$ cat src/design/bcpm_pkg.sv
// package: offsets, field positions, reset values for bridge control / pm capability
package bcpm_pkg;
	// ****************************************
	// register offsets (byte addresses, dword aligned)
	// ****************************************
	localparam logic [7:0] OFS_CAP_PTR = 8'h34;
	localparam logic [7:0] OFS_INT_BRIDGE = 8'h3C;
	localparam logic [7:0] OFS_PM_CAP = 8'h40;
	// ****************************************
	// field positions in dword 3Ch
	// ****************************************
	localparam int INT_LINE_LSB = 0;
	localparam int INT_PIN_LSB = 8;
	localparam int BC_POISON_BIT = 16;
	localparam int BC_ERRFWD_BIT = 17;
	localparam int BC_ALIAS_BIT = 18;
	localparam int BC_DISP_BIT = 19;
	localparam int BC_DISP16_BIT = 20;
	localparam int BC_HOTRST_BIT = 22;
	// ****************************************
	// reset values
	// ****************************************
	localparam logic [7:0] CAP_PTR_RESET = 8'h40;
	localparam logic [7:0] INT_PIN_RESET = 8'h00;
	localparam logic [7:0] PM_CAP_ID = 8'h01;
	localparam logic [7:0] PM_NEXT_UP = 8'h5C;
	localparam logic [7:0] PM_NEXT_DOWN = 8'h4C;
	localparam logic [2:0] PM_REVISION = 3'h3;
	localparam logic DSI_RESET = 1'b0;
	localparam logic [2:0] AUX_CUR_RESET = 3'h7;
	localparam logic D1_RESET = 1'b1;
	localparam logic D2_RESET = 1'b1;
	localparam logic [4:0] WAKE_SUP_RESET = 5'h1F;
	// preload word layout: {wake[4:0], d2, d1, aux[2:0], dsi, intpin[7:0]}
	localparam int PRELOAD_W = 19;
	// ****************************************
	// legacy decode constants
	// ****************************************
	localparam logic [31:0] DISP_MEM_LO = 32'h000A_0000;
	localparam logic [31:0] DISP_MEM_HI = 32'h000B_FFFF;
	localparam logic [9:0] DISP_IO_A_LO = 10'h3B0;
	localparam logic [9:0] DISP_IO_A_HI = 10'h3BB;
	localparam logic [9:0] DISP_IO_B_LO = 10'h3C0;
	localparam logic [9:0] DISP_IO_B_HI = 10'h3DF;
	localparam logic [31:0] IO_64K_LIMIT = 32'h0001_0000;
	localparam logic [1:0] ALIAS_HIGH_QUARTER = 2'h0;
endpackage : bcpm_pkg

$ cat src/design/bcpm_bridge_ctrl.sv
// bridge control word and power management capability header of one switch port
//
// Contract
// - interrupt pin field read-only, resets to zero; hot-plug via INTA message.
// - poisoned-packet response bit clear ignores, set detects/reports secondary poisoned TLPs.
// - error forwarding bit set passes correctable/nonfatal/fatal messages upstream; clear blocks.
// - alias bit set sends upper 768 bytes of each 1KB below 64KB upstream.
// - display enable forwards memory 000A0000h..000BFFFFh; clear ignores it.
// - display I/O only in first 64KB, low bits 3B0-3BBh and 3C0-3DFh.
// - decode width bit: clear compares 10 bits, set compares 16 bits.
// - hot reset bit on downstream port asserts that port's reset output.
// - hot reset bit on upstream port asserts reset at every downstream port.
// - abort, back-to-back, timeouts, discard timer bits read zero; upper four reserved.
// - capability header low byte reads 01h.
// - next pointer resets 5Ch upstream, 4Ch downstream; read-only.
// - revision field reads 011b.
// - device-specific init bit reads zero by default.
// - auxiliary current field resets to 111b (375 mA).
// - D1 and D2 support bits read one.
// - wake-event support field reads 11111b.
// - read-only capability defaults and downstream interrupt pin replaceable by preload.
// - capability list pointer resets to 40h.
`timescale 1ns/100ps
module bcpm_bridge_ctrl #(
	parameter bit IS_UPSTREAM = 1'b0
) (
	// clock and reset
	input wire logic clk,
	input wire logic rst_n,
	// configuration access
	input wire logic cfgRead,
	input wire logic cfgWrite,
	input wire logic [7:0] cfgAddr,
	input wire logic [3:0] cfgByteEn,
	input wire logic [31:0] cfgWrData,
	output logic [31:0] cfgRdData,
	output logic cfgRdValid,
	// default preload from smbus or eeprom
	input wire logic preloadStrobe,
	input wire logic [bcpm_pkg::PRELOAD_W-1:0] preloadData,
	// secondary side events
	input wire logic poisonSeen,
	input wire logic errMsgSeen,
	output logic poisonReport,
	output logic errMsgForward,
	// transaction decode request
	input wire logic decodeValid,
	input wire logic decodeIsIo,
	input wire logic [31:0] decodeAddr,
	input wire logic decodeInIoWindow,
	output logic decodeDownstream,
	output logic decodeUpstream,
	output logic decodeDone,
	// hot reset
	input wire logic upstreamHotReset,
	output logic portResetOut_n
);
	import bcpm_pkg::*;

	// ****************************************
	// state
	// ****************************************
	logic [7:0] intLine_reg;
	logic poisonEn_reg;
	logic errFwdEn_reg;
	logic aliasEn_reg;
	logic dispEn_reg;
	logic disp16_reg;
	logic hotRst_reg;
	logic [7:0] intPin_reg;
	logic dsi_reg;
	logic [2:0] auxCur_reg;
	logic d1Sup_reg;
	logic d2Sup_reg;
	logic [4:0] wakeSup_reg;
	logic [31:0] rdWord;
	logic writeBridge;
	logic dispHit;
	logic aliasHit;

	function automatic logic inRange10(input logic [9:0] a, input logic [9:0] lo,
		input logic [9:0] hi);
		inRange10 = (a >= lo) && (a <= hi);
	endfunction : inRange10

	// ****************************************
	// writable bridge control bits
	// ****************************************
	assign writeBridge = cfgWrite && (cfgAddr == OFS_INT_BRIDGE);

	always_ff @(posedge clk) begin
		if (!rst_n) begin
			intLine_reg <= 8'h00;
		end else if (writeBridge && cfgByteEn[0]) begin
			intLine_reg <= cfgWrData[INT_LINE_LSB +: 8];
		end
	end

	always_ff @(posedge clk) begin
		if (!rst_n) begin
			poisonEn_reg <= 1'b0;
			errFwdEn_reg <= 1'b0;
			aliasEn_reg <= 1'b0;
			dispEn_reg <= 1'b0;
			disp16_reg <= 1'b0;
			hotRst_reg <= 1'b0;
		end else if (writeBridge && cfgByteEn[2]) begin
			// of the bridge control bytes only byte 2 holds writable bits; byte 3 is all read-only/reserved
			poisonEn_reg <= cfgWrData[BC_POISON_BIT];
			errFwdEn_reg <= cfgWrData[BC_ERRFWD_BIT];
			aliasEn_reg <= cfgWrData[BC_ALIAS_BIT];
			dispEn_reg <= cfgWrData[BC_DISP_BIT];
			disp16_reg <= cfgWrData[BC_DISP16_BIT];
			hotRst_reg <= cfgWrData[BC_HOTRST_BIT];
		end
	end

	// ****************************************
	// preloadable read-only defaults
	// ****************************************
	always_ff @(posedge clk) begin
		if (!rst_n) begin
			intPin_reg <= INT_PIN_RESET;
			dsi_reg <= DSI_RESET;
			auxCur_reg <= AUX_CUR_RESET;
			d1Sup_reg <= D1_RESET;
			d2Sup_reg <= D2_RESET;
			wakeSup_reg <= WAKE_SUP_RESET;
		end else if (preloadStrobe) begin
			// interrupt pin default is fixed on the upstream port
			if (!IS_UPSTREAM) begin
				intPin_reg <= preloadData[7:0];
			end
			dsi_reg <= preloadData[8];
			auxCur_reg <= preloadData[11:9];
			d1Sup_reg <= preloadData[12];
			d2Sup_reg <= preloadData[13];
			wakeSup_reg <= preloadData[18:14];
		end
	end

	// ****************************************
	// read mux
	// ****************************************
	always_comb begin
		rdWord = 32'h0000_0000;
		unique case (cfgAddr)
			OFS_CAP_PTR: rdWord[7:0] = CAP_PTR_RESET;
			OFS_INT_BRIDGE: begin
				rdWord[INT_LINE_LSB +: 8] = intLine_reg;
				rdWord[INT_PIN_LSB +: 8] = intPin_reg;
				rdWord[BC_POISON_BIT] = poisonEn_reg;
				rdWord[BC_ERRFWD_BIT] = errFwdEn_reg;
				rdWord[BC_ALIAS_BIT] = aliasEn_reg;
				rdWord[BC_DISP_BIT] = dispEn_reg;
				rdWord[BC_DISP16_BIT] = disp16_reg;
				rdWord[BC_HOTRST_BIT] = hotRst_reg;
				// bits 21, 23..31 stay zero
			end
			OFS_PM_CAP: begin
				rdWord[7:0] = PM_CAP_ID;
				rdWord[15:8] = IS_UPSTREAM ? PM_NEXT_UP : PM_NEXT_DOWN;
				rdWord[18:16] = PM_REVISION;
				rdWord[21] = dsi_reg;
				rdWord[24:22] = auxCur_reg;
				rdWord[25] = d1Sup_reg;
				rdWord[26] = d2Sup_reg;
				rdWord[31:27] = wakeSup_reg;
			end
			default: rdWord = 32'h0000_0000;
		endcase
	end

	always_ff @(posedge clk) begin
		if (!rst_n) begin
			cfgRdData <= 32'h0000_0000;
			cfgRdValid <= 1'b0;
		end else begin
			cfgRdValid <= cfgRead;
			if (cfgRead) begin
				cfgRdData <= rdWord;
			end
		end
	end

	// ****************************************
	// secondary event gating
	// ****************************************
	always_ff @(posedge clk) begin
		if (!rst_n) begin
			poisonReport <= 1'b0;
			errMsgForward <= 1'b0;
		end else begin
			poisonReport <= poisonSeen && poisonEn_reg;
			errMsgForward <= errMsgSeen && errFwdEn_reg;
		end
	end

	// ****************************************
	// legacy address decode
	// ****************************************
	always_comb begin
		dispHit = 1'b0;
		aliasHit = 1'b0;
		if (!decodeIsIo) begin
			dispHit = (decodeAddr >= DISP_MEM_LO) && (decodeAddr <= DISP_MEM_HI);
		end else begin
			// 10-bit decode aliases every 1KB; 16-bit needs bits 15:10 zero
			dispHit = (decodeAddr < IO_64K_LIMIT)
				&& (disp16_reg ? (decodeAddr[15:10] == 6'h00) : 1'b1)
				&& (inRange10(decodeAddr[9:0], DISP_IO_A_LO, DISP_IO_A_HI)
				|| inRange10(decodeAddr[9:0], DISP_IO_B_LO, DISP_IO_B_HI));
			aliasHit = decodeInIoWindow && (decodeAddr < IO_64K_LIMIT)
				&& (decodeAddr[9:8] != ALIAS_HIGH_QUARTER);
		end
	end

	always_ff @(posedge clk) begin
		if (!rst_n) begin
			decodeDownstream <= 1'b0;
			decodeUpstream <= 1'b0;
			decodeDone <= 1'b0;
		end else begin
			decodeDone <= decodeValid;
			if (decodeValid) begin
				if (dispEn_reg && dispHit) begin
					decodeDownstream <= 1'b1;
					decodeUpstream <= 1'b0;
				end else if (decodeIsIo && decodeInIoWindow) begin
					// alias mode returns upper 768 bytes of each 1KB upstream
					decodeDownstream <= !(aliasEn_reg && aliasHit);
					decodeUpstream <= aliasEn_reg && aliasHit;
				end else begin
					decodeDownstream <= 1'b0;
					decodeUpstream <= 1'b0;
				end
			end
		end
	end

	// ****************************************
	// hot reset output
	// ****************************************
	always_ff @(posedge clk) begin
		if (!rst_n) begin
			portResetOut_n <= 1'b1;
		end else if (IS_UPSTREAM) begin
			// upstream instance only feeds its bit out; downstream ports act on it
			portResetOut_n <= !hotRst_reg;
		end else begin
			portResetOut_n <= !(hotRst_reg || upstreamHotReset);
		end
	end
endmodule : bcpm_bridge_ctrl

$ cat config.mk
export PLATFORM = sky130hd
export DESIGN_NAME = bcpm_bridge_ctrl
export DESIGN_NICKNAME = d
export VERILOG_FILES = /design/src/design/bcpm_pkg.sv /design/src/design/bcpm_bridge_ctrl.sv
export SDC_FILE = /design/constraint.sdc
export NUM_CORES = 1
export LEC_CHECK = 0
export BUFFER_PORTS_ARGS = -buffer_cell sky130_fd_sc_hd__buf_2
export CAP_MARGIN = 10
export CELL_PAD_IN_SITES_DETAIL_PLACEMENT = 1
export CELL_PAD_IN_SITES_GLOBAL_PLACEMENT = 1
export CORE_MARGIN = 4
export CORE_UTILIZATION = 33
export CTS_CLUSTER_DIAMETER = 100
export DETAILED_ROUTE_END_ITERATION = 12
export PLACE_DENSITY = 0.88
export SYNTH_ARGS = -nofsm -noshare
export SYNTH_HDL_FRONTEND = slang
export SYNTH_SLANG_ARGS = --single-unit
$ cat constraint.sdc
create_clock -name clk -period 2.3 [get_ports clk]
set_clock_uncertainty 0.15 [all_clocks]
set_input_delay 0.46 -clock clk [delete_from_list [all_inputs] [get_ports clk]]
set_output_delay 0.46 -clock clk [all_outputs]
set_load 0.05 [all_outputs]
# --- Yosys cells after proc, flatten, opt, wreduce, memory -nomap -nowiden ---
# Index checks and enable logic that the tools add are counted.
# W data, S select, Z words.
word_totals:
  ff_bits: 72
  in_bits: 106
  out_inout_bits: 39
  wordCells: 65
op_classes:
  magnitude_cmp: 7
  n_eq_ne: 3
  n_mux: 13
  reduce_logical: 21
ops:
  columns: ["cell", "count"]
  rows:
  - ["$ge A32 B20 Y1 const B", 1]
  - ["$le A32 B20 Y1 const B", 1]
  - ["$lt A32 B17 Y1 const B", 1]
  - ["$pmux W8 S3", 1]
  - ["$pmux W11 S2", 1]
  - ["$ge A10 B10 Y1 const B", 2]
  - ["$le A10 B10 Y1 const B", 2]
  - ["$eq A8 B6 Y1 const B", 2]
  - ["$logic_and A1 B1 Y1", 15]
  - ["$mux W9", 1]
  - ["$eq A8 B7 Y1 const B", 1]
  - ["$mux W1", 8]
  - ["$logic_not A6 Y1", 1]
  - ["$logic_not A1 Y1", 2]
  - ["$logic_or A1 B1 Y1", 2]
  - ["$mux W2", 1]
  - ["$pmux W1 S2", 1]
  - ["$reduce_bool A2 Y1", 1]

# --- Longest topological paths before layout ---
logic_depth:
  depth_word: 8
  depth_mapped: 7

# --- Worst setup path after synthesis ---
# OpenSTA, ideal clock, no wires.
synth_path:
  path_kind: "input to register"
  startpoint: "input port decodeAddr[24]"
  endpoint: "register decodeUpstream"
  setup_time_ns: 0.096
  arrival_ns: 1.540
  required_ns: 2.054
  path_slack_ns: 0.514
  path_stages: 4
  cell_sequence: "or4_4 nor4_4 nand3_2 o41ai_2"
synth_between:
  elab_chain_cells: 7
synth_lines:
  columns: ["item", "line_no", "source"]
  rows:
  - ["start: declaration", "bcpm_bridge_ctrl.sv:49", "input wire logic [31:0] decodeAddr,"]
  - ["$lt A32 B17 Y1", "bcpm_bridge_ctrl.sv:209, bcpm_bridge_ctrl.sv:213", null]
  - ["$logic_and A1 B1 Y1", "bcpm_bridge_ctrl.sv:213", "aliasHit = decodeInIoWindow && (decodeAddr < IO_64K_LIMIT)"]
  - ["$logic_and A1 B1 Y1", "bcpm_bridge_ctrl.sv:214", "&& (decodeAddr[9:8] != ALIAS_HIGH_QUARTER);"]
  - ["$mux W1", "bcpm_bridge_ctrl.sv:205", "if (!decodeIsIo) begin"]
  - ["$logic_and A1 B1 Y1", "bcpm_bridge_ctrl.sv:232", "decodeUpstream <= aliasEn_reg && aliasHit;"]
  - ["$mux W1", "bcpm_bridge_ctrl.sv:229", "end else if (decodeIsIo && decodeInIoWindow) begin"]
  - ["$mux W1 (*)", "bcpm_bridge_ctrl.sv:226", "if (dispEn_reg && dispHit) begin"]
  - ["end signal: assignment", "bcpm_bridge_ctrl.sv:232", null]
  - ["end: declaration", "bcpm_bridge_ctrl.sv:52", "output logic decodeUpstream,"]
# Every way passes the cells marked *; elsewhere a longest branch is shown, timed or not.
# A chain may end at the register's enable or synchronous reset.

# --- Final worst setup path ---
layout_path:
  startpoint: "input port cfgAddr[3]"
  endpoint: "register cfgRdData[31]"
layout_between:
  elab_chain_cells: 2
layout_lines:
  columns: ["item", "line_no", "source"]
  rows:
  - ["start: declaration", "bcpm_bridge_ctrl.sv:33", "input wire logic [7:0] cfgAddr,"]
  - ["$eq A8 B7 Y1", "bcpm_bridge_ctrl.sv:147", "unique case (cfgAddr)"]
  - ["$mux W9", "bcpm_bridge_ctrl.sv:147", null]
  - ["end signal: assignment", "bcpm_bridge_ctrl.sv:181", "cfgRdData <= rdWord;"]
  - ["end: declaration", "bcpm_bridge_ctrl.sv:36", "output logic [31:0] cfgRdData,"]
# No other way between the ends.

==> run summary <==
Status = finished, final reports clean
Seq pwr share = 0.521
Router iterations before antenna repair = 4
Period minus WS final = 1.78 ns
Setup crit start kind = input port
CP required = 2.43 ns
Clock Pin Slew Worst Setup and Hold Paths = 0.08 ns
Adder-cell area share of the yosys netlist = 0
Root Driver = clkbuf_8
Top FF cell, synth = dfxtp_1
CP Capture Type = flip-flop
Worst Tran Pin Value = 1.04 ns
Worst-skew pair later-pin latency = 0.34 ns
Comb pwr share = 0.094
Mapped cell area = 0.00279 mm^2
Main combinational cell family by area after synthesis = simple AND/OR/NAND/NOR gates
Internal power = 1.87 mW
Die H = 99.9 um
Critical Setup Path Class = in2reg
Area Overhead vs Synth = 31.9%
CP Max Fanout = 10
I/O pins = 145
Num rows = 33
Final Hold Viols = 0
Number of I/O port buffers = 124
Arr. time, crit path = 1.91 ns
Routed Antenna Nets = 0
Slew Viols, Final = 0
DRT iter0 DRCs = 38
Clock Tree Buf Depth = 2
# resized after CTS = 0
DPL Wire Length = 6170 um
# diodes = 0
Pwr Density = 674 mW/mm^2
Fin crit share = 0.775
Net Switching = 607 uW
DR WL/cell = 15.9 um
Hold WS = 0.137 ns
Die X-Extent = 99.9 um
Multi-input logic area = 0.00126 mm^2
All-layer global routing usage = 0.158
Total Nets Final = 490
CTS buffer count = 9
CTS tree = yes
Clock share of power = 0.385
Syn Area/Cell = 10.7 um^2
Initial core utilization = 0.339
Async SR Flop Fraction = 0
Peak supply drop = 329 uV
HP Class = in2reg
Synth unique cells = 38
Area of the core = 0.00822 mm^2
Seq/Total Area, Yosys = 0.518
Final setup TNS = 0 ns
Sw frac = 0.245
#FFs+latches synth = 72
DRC = 0
First-pass GRT wire length = 12300 um
Vias = 2385
Max H-tree Level = 3
Simple-gate share of the synthesized area = 0.198
Yosys warns = 0
Synth Instances = 261
# hold bufs at CTS = 0
Grt ovf = 0
Max FFs per register = 32
Slew headroom = 0.302
Share of the synthesized area in the top cell type = 0.518
Number of global-route vias before repair = 2607
Max Freq = 0.561 GHz
Final setup fails = 0
Ranking of synthesized cells by area = dfxtp_1 52%, mux2i_1 12%, nor2b_1 8.1%, a22o_1 4.7%, a22oi_1 3.0%
Dpl cells = 478
Post-Place Cell Area = 0.00349 mm^2
Largest area contributor in the netlist = dfxtp_1
Fillers = 965
Largest net degree at the start of global routing = 33
Leakage = 1.75 nW
Layout cells sized above 1 = 0.389
RSZ-0062 raised after global routing = no
Max-Cap Viols = 0
Finished Cell Area = 0.00367 mm^2
Post-Route Utilization = 0.447
Antenna violations before repair = 1
Compound-Gate Fraction of Synth Area = 0.135
Post-Layout Cell Count = 493
Xor/xnor cell area share of the yosys netlist = 0
Via/cell ratio = 4.84
Total setup buffers inserted after CTS = 0
Synthesized Nets = 367
DIE AREA = 0.00997 mm^2
Post-synth EDFFs = 0
Register Area = 0.00144 mm^2
Final Wtd Congestion = 0.704
Clock Sinks = 72
Post-Route WL = 7830 um
Mux cell area share after synthesis = 0.119
==> cell usage in the layout, fill, tap and decap left out, drive strengths merged, types with 2 or more instances in the layout <==
cell type  synthesis  routed
nor2               4       4
nand4              3       3
and2               2       2
mux2i             33      33
clkbuf             9       9
nor4               2       2
nor3               2       2
nand2b             3       3
and3               4       4
clkinv             0       4
buf                7     128
inv                2       2
a22o              15      15
nand2             21      21
o31ai              2       2
nand3              2       2
a22oi             11      11
or4                3       3
dfxtp             72      72
o21ai             10      10
a21oi              8       8
nor2b             36      36
==> through the flow <==
| stage | worst slack, ns | power, mW |
|---|---|---|
| 2_1_floorplan | 0.514 | 1.44 |
| 3_3_place_gp | 0.245 | 1.54 |
| 3_5_place_dp | 0.150 | 1.56 |
| 4_1_cts | 0.537 | 2.52 |
| 5_1_grt | 0.393 | 2.60 |
| 6_report | 0.518 | 2.48 |
==> critical path, stage by stage <==
cell and delay (ns):
buf_2 0.16, nand2b_1 0.16, nor4_1 0.36, and3_1 0.49
a22oi_1 0.14, nor2b_1 0.14
==> area by class of cell <==
cell class	count	share of cell area
multi-input combinational	171	0.342
inverter	2	0.00204
clock inverter	6	0.0167
sequential	72	0.393
timing repair buffer	128	0.177
tap	105	0.0358
clock buffer	9	0.0337
==> Yosys cell counts, types with 2 or more instances <==
cell type / number
o31ai_1: 2
and2_1: 2
mux2i_1: 33
a22o_1: 15
dfxtp_1: 72
a21oi_1: 8
buf_4: 2
clkbuf_1: 9
nand2_1: 21
buf_2: 4
nand2b_1: 3
o21ai_0: 10
inv_1: 2
a22oi_1: 11
nand4_4: 2
nor2b_1: 36
or4_1: 2
nor2_1: 4
and3_1: 4
==> power groups by stage <==
stage | logic [mW] | registers (mW) | clock network, mW
after global routing | 0.256 | 1.29 | 1.05
after floorplan | 0.0871 | 1.35 | 0
after detailed placement | 0.236 | 1.32 | 0
final | 0.233 | 1.29 | 0.952
after global placement | 0.227 | 1.32 | 0
after CTS | 0.237 | 1.29 | 0.996
==> worst paths after layout <==
path         cells after the start                     endpoint  slack [ns]                        start
min reg2reg                      2  decodeUpstream$_SDFFE_PN0P_        0.31  decodeUpstream$_SDFFE_PN0P_
min                              2    portResetOut_n$_SDFF_PN1_        0.14             upstreamHotReset
max reg2reg                      4  decodeUpstream$_SDFFE_PN0P_        0.92      disp16_reg$_SDFFE_PN0P_
max                              6   cfgRdData[31]$_SDFFE_PN0P_        0.52                   cfgAddr[3]
==> kinds of logic after synthesis <==
family | count (synthesis)
flip-flops | 72
buffers and inverters | 18
multiplexers | 33
AND/OR/NAND/NOR | 86
AO/OA/AOI/OAI | 52
==> per-layer routing <==
layer	GRT usage	vias up	wire length, um
met2	0.284	82	3950
met5	0	-	7
li1	-	1176	-
met1	0.171	1108	3110
met3	0.0549	17	629
met4	0.0588	2	126
No activity file was read; power rests on OpenSTA's default activity.
